[src/lpc_pkg.sv]
// package of constants and carriers for the link status and pin config block
package lpc_pkg;

    ////////////////////////////////////////////////////////////////////////////
    // register indices; the byte address is four times the index
    localparam logic [7:0] IDX_STATUS   = 8'h1c;
    localparam logic [7:0] IDX_PIN0     = 8'h1d;
    localparam logic [7:0] IDX_PIN12    = 8'h1e;
    localparam logic [7:0] IDX_INT_STAT = 8'h30;
    localparam logic [7:0] IDX_INT_MASK = 8'h31;
    localparam logic [7:0] IDX_PORT     = 8'h32;
    localparam int         IDX_SHIFT    = 2;

    ////////////////////////////////////////////////////////////////////////////
    // status bit positions
    localparam int ST_TX_DUAL = 5;
    localparam int ST_RX_DUAL = 4;
    localparam int ST_AUDIO   = 3;
    localparam int ST_SIGDET  = 1;
    localparam int ST_LOCK    = 0;

    // pin register fields
    localparam int REV_LSB      = 4;
    localparam int REV_W        = 4;
    localparam int PORT_SEL_BIT = 0;
    localparam int PORT_IN_LSB  = 4;
    localparam int NUM_PINS     = 3;

    ////////////////////////////////////////////////////////////////////////////
    // reset values
    localparam logic [7:0] STATUS_RST = 8'h00;
    localparam logic [3:0] PIN0_RST   = 4'h3;
    localparam logic [7:0] PIN12_RST  = 8'h03;
    localparam logic [7:0] MASK_RST   = 8'h00;
    localparam logic [7:0] REG_ZERO   = 8'h00;

    ////////////////////////////////////////////////////////////////////////////
    // carriers
    typedef enum logic [1:0] {
        MODE_FUNC,
        MODE_TRI,
        MODE_PIN_OUT,
        MODE_PIN_IN
    } lpc_mode_t;

    typedef struct packed {
        logic outVal;
        logic remoteCtrl;
        logic direction;
        logic enable;
    } lpc_pin_cfg_t;

    typedef struct packed {
        lpc_pin_cfg_t pin2;
        lpc_pin_cfg_t pin1;
    } lpc_pair_cfg_t;

    typedef struct packed {
        logic out;
        logic oe;
    } lpc_pin_drv_t;

    typedef struct packed {
        lpc_pin_cfg_t  pin0Cfg;
        lpc_pair_cfg_t pin12Cfg;
        logic          portSel;
        logic [7:0]    status;
        logic [7:0]    intStatus;
        logic [7:0]    intMask;
        logic [2:0]    pinInSel;
        logic [2:0]    pinOut;
        logic [2:0]    pinOe;
        logic [2:0]    altOut;
        logic [2:0]    altOe;
        logic          irq;
        logic          pready;
        logic          pslverr;
        logic [31:0]   prdata;
    } lpc_state_t;

endpackage : lpc_pkg

[src/lpc_pin_drive.sv]
// decode of one pin's configuration nibble into a pad drive
`timescale 1ns/100ps

module lpc_pin_drive (
    input  lpc_pkg::lpc_pin_cfg_t cfg,
    input  wire logic             remoteVal,
    input  wire logic             funcVal,
    output lpc_pkg::lpc_pin_drv_t drv
);

    lpc_pkg::lpc_mode_t mode;

    always_comb begin
        // {direction, enable} picks the pad mode
        case ({cfg.direction, cfg.enable})
            2'b00:   mode = lpc_pkg::MODE_FUNC;
            2'b10:   mode = lpc_pkg::MODE_TRI;
            2'b01:   mode = lpc_pkg::MODE_PIN_OUT;
            default: mode = lpc_pkg::MODE_PIN_IN;
        endcase
        drv = '0;
        if (cfg.remoteCtrl) begin
            // remote value overrides every local mode
            drv.oe  = 1'b1;
            drv.out = remoteVal;
        end else begin
            case (mode)
                lpc_pkg::MODE_FUNC: begin
                    drv.oe  = 1'b1;
                    drv.out = funcVal;
                end
                lpc_pkg::MODE_PIN_OUT: begin
                    drv.oe  = 1'b1;
                    drv.out = cfg.outVal;
                end
                default: begin
                    drv.oe  = 1'b0;
                    drv.out = 1'b0;
                end
            endcase
        end
    end

endmodule : lpc_pin_drive

[src/lpc_link_status.sv]
// link status, pin configuration registers and interrupt logic behind apb
`timescale 1ns/100ps

// Overview of operation
// - status bit 5 shows transmit port dual-link mode active.
// - status bit 4 shows receive port dual-link mode active.
// - status bit 3 shows audio pll locked to incoming bit clock.
// - status bit 1 shows serial input signal detected.
// - status bit 0 shows clock recovery pll locked.
// - in dual-link mode lock needs both receive channels locked.
// - direction/enable 00 functional out, 10 tri-state, 01 pin out, 11 pin in.
// - remote control enable drives pin as output with remote value.
// - local output value driven only in pin-out mode without remote control.
// - port select moves pin 0 configuration to the alternate pin.
// - port select moves shared pin 1/2 configuration to alternate pins.
// - shared register holds pin 2 fields in bits 7-4, pin 1 in 3-0.
// - reset leaves pins 0 and 1 in input pin mode, pin 2 zero.
module lpc_link_status #(
    parameter int         ADDR_W        = 12,
    // arbitrary value, not a real part revision
    parameter logic [3:0] REVISION_CODE = 4'h5
) (
    input  wire logic              sys_clk,
    input  wire logic              rst_n,
    input  wire logic              ce,
    // apb slave
    input  wire logic              psel,
    input  wire logic              penable,
    input  wire logic              pwrite,
    input  wire logic [ADDR_W-1:0] paddr,
    input  wire logic [31:0]       pwdata,
    input  wire logic [3:0]        pstrb,
    output logic      [31:0]       prdata,
    output logic                   pready,
    output logic                   pslverr,
    // link state from the receive and transmit paths
    input  wire logic              txDualLink,
    input  wire logic              rxDualLink,
    input  wire logic              audioPllLocked,
    input  wire logic              signalDetect,
    input  wire logic              cdrLock0,
    input  wire logic              cdrLock1,
    // pin values
    input  wire logic [2:0]        remoteVal,
    input  wire logic [2:0]        funcOut,
    input  wire logic [2:0]        pinIn,
    output logic      [2:0]        pinOut,
    output logic      [2:0]        pinOe,
    input  wire logic [2:0]        altPinIn,
    output logic      [2:0]        altPinOut,
    output logic      [2:0]        altPinOe,
    output logic                   irq
);

    ////////////////////////////////////////////////////////////////////////////
    // helpers

    function automatic logic addrHit(input logic [ADDR_W-1:0] a, input logic [7:0] idx);
        addrHit = (a == (ADDR_W'(idx) << lpc_pkg::IDX_SHIFT));
    endfunction : addrHit

    function automatic logic knownAddr(input logic [ADDR_W-1:0] a);
        knownAddr = addrHit(a, lpc_pkg::IDX_STATUS)   || addrHit(a, lpc_pkg::IDX_PIN0)     ||
                    addrHit(a, lpc_pkg::IDX_PIN12)    || addrHit(a, lpc_pkg::IDX_INT_STAT) ||
                    addrHit(a, lpc_pkg::IDX_INT_MASK) || addrHit(a, lpc_pkg::IDX_PORT);
    endfunction : knownAddr

    // implemented bits of the status and interrupt layout
    function automatic logic [7:0] liveStatusMask();
        liveStatusMask                      = lpc_pkg::REG_ZERO;
        liveStatusMask[lpc_pkg::ST_TX_DUAL] = 1'b1;
        liveStatusMask[lpc_pkg::ST_RX_DUAL] = 1'b1;
        liveStatusMask[lpc_pkg::ST_AUDIO]   = 1'b1;
        liveStatusMask[lpc_pkg::ST_SIGDET]  = 1'b1;
        liveStatusMask[lpc_pkg::ST_LOCK]    = 1'b1;
    endfunction : liveStatusMask

    lpc_pkg::lpc_state_t   q;
    lpc_pkg::lpc_state_t   d;
    lpc_pkg::lpc_pin_cfg_t pinCfg [lpc_pkg::NUM_PINS];
    lpc_pkg::lpc_pin_drv_t pinDrv [lpc_pkg::NUM_PINS];
    logic [7:0]            liveStatus;
    logic [7:0]            rdByte;
    logic                  wrTake;
    logic                  lockNow;

    ////////////////////////////////////////////////////////////////////////////
    // pin decode, one per pin

    assign pinCfg[0] = q.pin0Cfg;
    assign pinCfg[1] = q.pin12Cfg.pin1;
    assign pinCfg[2] = q.pin12Cfg.pin2;

    for (genvar i = 0; i < lpc_pkg::NUM_PINS; i++) begin : g_pin
        lpc_pin_drive u_drive (
            .cfg       (pinCfg[i]),
            .remoteVal (remoteVal[i]),
            .funcVal   (funcOut[i]),
            .drv       (pinDrv[i])
        );
    end

    ////////////////////////////////////////////////////////////////////////////
    // next state

    always_comb begin
        // dual link lock means both channels, a single one is not enough
        lockNow = rxDualLink ? (cdrLock0 && cdrLock1) : cdrLock0;
        liveStatus                      = lpc_pkg::REG_ZERO;
        liveStatus[lpc_pkg::ST_TX_DUAL] = txDualLink;
        liveStatus[lpc_pkg::ST_RX_DUAL] = rxDualLink;
        liveStatus[lpc_pkg::ST_AUDIO]   = audioPllLocked;
        liveStatus[lpc_pkg::ST_SIGDET]  = signalDetect;
        liveStatus[lpc_pkg::ST_LOCK]    = lockNow;

        // read mux, reserved bits zero
        rdByte = lpc_pkg::REG_ZERO;
        if (addrHit(paddr, lpc_pkg::IDX_STATUS)) begin
            rdByte = q.status;
        end else if (addrHit(paddr, lpc_pkg::IDX_PIN0)) begin
            rdByte = {REVISION_CODE, q.pin0Cfg};
        end else if (addrHit(paddr, lpc_pkg::IDX_PIN12)) begin
            rdByte = q.pin12Cfg;
        end else if (addrHit(paddr, lpc_pkg::IDX_INT_STAT)) begin
            rdByte = q.intStatus;
        end else if (addrHit(paddr, lpc_pkg::IDX_INT_MASK)) begin
            rdByte = q.intMask;
        end else if (addrHit(paddr, lpc_pkg::IDX_PORT)) begin
            rdByte[lpc_pkg::PORT_SEL_BIT] = q.portSel;
            rdByte[lpc_pkg::PORT_IN_LSB +: lpc_pkg::NUM_PINS] = q.pinInSel;
        end

        // a write lands only at the completing access edge
        wrTake = psel && penable && pwrite && q.pready && pstrb[0];

        d = q;
        if (!rst_n) begin
            d          = '0;
            d.pin0Cfg  = lpc_pkg::PIN0_RST;
            d.pin12Cfg = lpc_pkg::PIN12_RST;
            d.status   = lpc_pkg::STATUS_RST;
            d.intMask  = lpc_pkg::MASK_RST;
        end else if (ce) begin
            // no wait state: answer is prepared during setup
            d.pready  = psel && !penable;
            d.pslverr = psel && !penable && !knownAddr(paddr);
            if (psel && !penable && !pwrite) begin
                d.prdata = {24'h000000, rdByte};
            end

            // status and reserved bits have no write path
            d.status = liveStatus;
            if (wrTake && addrHit(paddr, lpc_pkg::IDX_PIN0)) begin
                // upper nibble is the revision code and is not stored
                d.pin0Cfg = pwdata[3:0];
            end else if (wrTake && addrHit(paddr, lpc_pkg::IDX_PIN12)) begin
                d.pin12Cfg = pwdata[7:0];
            end else if (wrTake && addrHit(paddr, lpc_pkg::IDX_INT_MASK)) begin
                d.intMask = pwdata[7:0] & liveStatusMask();
            end else if (wrTake && addrHit(paddr, lpc_pkg::IDX_PORT)) begin
                d.portSel = pwdata[lpc_pkg::PORT_SEL_BIT];
            end

            // any change of a status bit is an event; set beats clear
            d.intStatus = q.intStatus;
            if (wrTake && addrHit(paddr, lpc_pkg::IDX_INT_STAT)) begin
                d.intStatus = q.intStatus & ~pwdata[7:0];
            end
            d.intStatus = d.intStatus | (liveStatus ^ q.status);
            d.irq       = |(d.intStatus & d.intMask);

            // selected port gets the decoded drive, the other is parked
            for (int i = 0; i < lpc_pkg::NUM_PINS; i++) begin
                d.pinOut[i] = q.portSel ? 1'b0 : pinDrv[i].out;
                d.pinOe[i]  = q.portSel ? 1'b0 : pinDrv[i].oe;
                d.altOut[i] = q.portSel ? pinDrv[i].out : 1'b0;
                d.altOe[i]  = q.portSel ? pinDrv[i].oe : 1'b0;
            end
            d.pinInSel = q.portSel ? altPinIn : pinIn;
        end
    end

    always_ff @(posedge sys_clk) begin
        q <= d;
    end

    assign prdata    = q.prdata;
    assign pready    = q.pready;
    assign pslverr   = q.pslverr;
    assign pinOut    = q.pinOut;
    assign pinOe     = q.pinOe;
    assign altPinOut = q.altOut;
    assign altPinOe  = q.altOe;
    assign irq       = q.irq;
endmodule : lpc_link_status

[config.mk]
export PLATFORM = sky130hd
export DESIGN_NAME = lpc_link_status
export DESIGN_NICKNAME = d
export VERILOG_FILES = /design/src/lpc_pkg.sv /design/src/lpc_pin_drive.sv /design/src/lpc_link_status.sv
export SDC_FILE = /design/constraint.sdc
export NUM_CORES = 1
export LEC_CHECK = 0
export BUFFER_PORTS_ARGS = -buffer_cell sky130_fd_sc_hd__buf_4
export CORE_MARGIN = 2
export CORE_UTILIZATION = 54
export CTS_BUF_LIST = sky130_fd_sc_hd__clkbuf_4 sky130_fd_sc_hd__clkbuf_8 sky130_fd_sc_hd__clkbuf_16
export DETAILED_ROUTE_END_ITERATION = 8
export GPL_ROUTABILITY_DRIVEN = 1
export PLACE_DENSITY = 0.83
export SYNTH_ARGS = -nofsm -noshare
export SYNTH_HDL_FRONTEND = slang
export SYNTH_SLANG_ARGS = --single-unit
[constraint.sdc]
create_clock -name sys_clk -period 4.5 [get_ports sys_clk]
set_input_delay 0.225 -clock sys_clk [delete_from_list [all_inputs] [get_ports sys_clk]]
set_output_delay 0.225 -clock sys_clk [all_outputs]
set_load 0.02 [all_outputs]
==> flow_metrics.tcl <==
set metrics [dict create \
    status "complete, no violations" \
    die_y_um 83.8 \
    p_switching_w 0.000314 \
    cp.required_ns 4.72 \
    crit_path_max_fanout 12 \
    placed_cells 518 \
    swShare_pct 25.0 \
    area_growth_pct 14.4 \
    power_w 0.00125 \
    rsz0062_at_grt "false" \
    power_leakage_nw 1.58 \
    setup_viol_count_final 0 \
    grt_pass1_wl_um 13300 \
    drv_slew 0 \
    gp_congestion 0.926 \
    synth_cell_types 54 \
    grt_pass1_vias 2699 \
    whs_ns 0.0618 \
    drive_gt1_share_pct 20.4 \
    ant_nets 0 \
    finalNonFillerCells 534 \
    portBuffers 67 \
    cts_buffers 9 \
    cp-end-kind "flop" \
    first_pass_iters 5 \
    post_dp_cell_area_um2 3700 \
    via_per_inst 5.74 \
    timing.rr.start "pready" \
    setup_tns_ns 0 \
    vias 3067 \
    vdd_drop_max_mv 0.224 \
    fin_area_um2 3930 \
    cts_max_path_buffers 2 \
    async_flop_share_pct 0 \
    tritoncts "built" \
    finalClockSkew_ns 0.0144 \
    fin_nets 524 \
    power_density_nw_per_um2 319 \
    yosys_warnings 0 \
    clkPwrFrac_pct 44.5 \
    hold_path_class "in -> reg" \
    grt_overflow 0 \
    maxCapViolCount 0 \
    start_util_pct 55.0 \
    htreeDepth 3 \
    finalCritPeriodShare_pct 54.1 \
    r2r_cells 6 \
    die_area_um2 7010 \
    worstSetupPathType "reg -> reg" \
    wl_um 8380 \
    core_area_um2 6240 \
    drt_iter0_markers 236 \
    synth_edf_count 0 \
    netlist_area_um2 3430 \
    grt_max_degree 61 \
    relSlewSlack_pct 43.9 \
    cts_root_buffer "clkbuf_8" \
    cp.arrival_ns 2.65 \
    seqPwrFrac_pct 44.0 \
    whs_endpoint "q[60]" \
    grt_use_total_pct 23.7 \
    ctsHoldBuffers 0 \
    fmax_mhz 411 \
    p_int_w 0.000941 \
    startpoint_type "flop" \
    synth-main-ff-cell "dfxtp_1" \
    tightest_slew_ns 0.837 \
    hold_violations 0 \
    whs_path_depth 2 \
    clk_latency_ns 0.35 \
    antenna_cells 0 \
    min_from "pwdata[2]" \
    clkSinkCount 60 \
    postCtsResizedCells 0 \
    layout_min_cycle_time_ns 2.43 \
    netlist_instances 415 \
    drc_errors 0 \
    r2r_setup_slack_ns 2.07 \
    worstReg2RegEnd "pinCfg[4]" \
    power.share.combinational_pct 11.5 \
    rows 29 \
    die_w_um 83.8 \
    io_pins 119 \
    grt_antenna_before_repair 0 \
    ys_seq_area_share_pct 35.0 \
    wl_per_cell_um 15.7 \
    hpwl_um 5860 \
    post_cts_buffers 0 \
    synth-seq-cells 60 \
    clk_pin_slew_ns 0.08 \
    avgSynthCellArea_um2 8.28 \
]
[synth_stat cells, types with 2 or more instances]
cell,n,area [um2]
a21boi_0,3,22.5
a21boi_1,8,60.1
a21o_1,3,22.5
a21oi_1,24,120
a221oi_1,6,52.6
a222oi_1,2,20.0
a22oi_1,5,37.5
a31oi_1,3,18.8
and2_1,14,87.6
and3_1,6,37.5
buf_2,2,10.0
buf_4,45,338
clkbuf_1,16,60.1
dfxtp_1,60,1200
inv_1,21,78.8
mux2i_1,26,260
nand2_1,38,143
nand2b_1,5,31.3
nand3_1,14,70.1
nand4_1,2,12.5
nor2_1,19,71.3
nor2b_1,23,144
nor3_1,6,30.0
nor3_2,2,20.0
nor4b_1,3,26.3
o211a_1,4,40.0
o211ai_1,4,30.0
o21ai_0,5,25.0
o22ai_1,17,106
or4b_4,2,27.5
xnor2_1,2,17.5
xor2_1,3,26.3
[stage by stage]
stage / util, % / setup WS [ns]
after global routing: 63.0 / 1.90
after CTS: 63.0 / 2.13
final: 63.0 / 2.07
after floorplan: - / 2.40
after global placement: 59.4 / 1.87
after detailed placement: 59.4 / 1.93
[registers in the layout, indices dropped and copies added (netlist names), 3 cells and up]
signal / flops
prdata: 8
pinOe: 3
altPinOut: 3
pinOut: 3
altPinOe: 3
q: 25
pinCfg: 12
[final cells by class]
cell class                      count  area (um2)
Sequential cell                    60        1200
Inverter                           21        78.8
Clock inverter                      4        72.6
Fill cell                         543        2310
Multi-Input combinational cell    292        1820
Timing Repair Buffer               68         510
Tap cell                           77        96.3
Clock buffer                       12         153
[worst max-delay path, cell delays in order, from the launching register on]
cell     delay (ns)
dfxtp_1        0.35
nand3_1        0.07
nor2_1         0.62
nand2_1        0.24
nor3_2         0.68
mux2i_1        0.26
nand2_1        0.06
[layer usage]
metal / vias to the layer above / track usage [%] / part of all wire, %
met4: 0 / 10.6 / 2.7
met5: - / 0 / 0
met1: 1434 / 32.3 / 42
li1: 1453 / - / -
met2: 153 / 35.3 / 46
met3: 27 / 6.13 / 8.6
[cell families (layout without fill, tap and decap cells)]
kind of cell | count (synthesis) | count (layout) | share of synthesized area (%)
buffers and inverters | 86 | 105 | 14.6
AOI/OAI and AO/OA | 91 | 91 | 17.8
and+or+nand+nor | 146 | 146 | 23.6
muxes | 26 | 26 | 7.58
DFF | 60 | 60 | 35.0
xor gates and xnor gates | 5 | 5 | 1.28
other | 1 | 24 | 0.109
[how the worst max path moves through the flow]
stage / start / to / slack, ns / cells past startpoint
after floorplan: paddr[2] / irq / 2.40 / 9
after global placement: paddr[4] / irq / 1.87 / 8
after detailed placement: paddr[4] / irq / 1.93 / 8
after CTS: pready / pinCfg[4] / 2.13 / 6
after global routing: pready / pinCfg[5] / 1.90 / 6
final: pready / pinCfg[4] / 2.07 / 6
[layout by cell type, fill, tap and decap left out, types with 4 or more instances in the layout]
cell       n
buf_4     68
dfxtp_1   60
nand2_1   38
mux2i_1   26
a21oi_1   24
conb_1    24
nor2b_1   23
inv_1     21
nor2_1    19
o22ai_1   17
nand3_1   14
and2_1    14
clkbuf_8  10
a21boi_1   8
and3_1     6
nor3_1     6
a221oi_1   6
nand2b_1   5
a22oi_1    5
o21ai_0    5
o211a_1    4
o211ai_1   4
[power by group through the flow]
| stage | logic [W] | registers, W | clock network [W] |
|---|---|---|---|
| finish | 0.000144 | 0.000552 | 0.000559 |
| global route | 0.000156 | 0.000552 | 0.000584 |
| CTS | 0.000143 | 0.000551 | 0.000559 |
| detailed placement | 0.000141 | 0.000563 | 0 |
| global placement | 0.000140 | 0.000562 | 0 |
| floorplan | 0.000103 | 0.000562 | 0 |
Power figures use the tool's default switching activity.
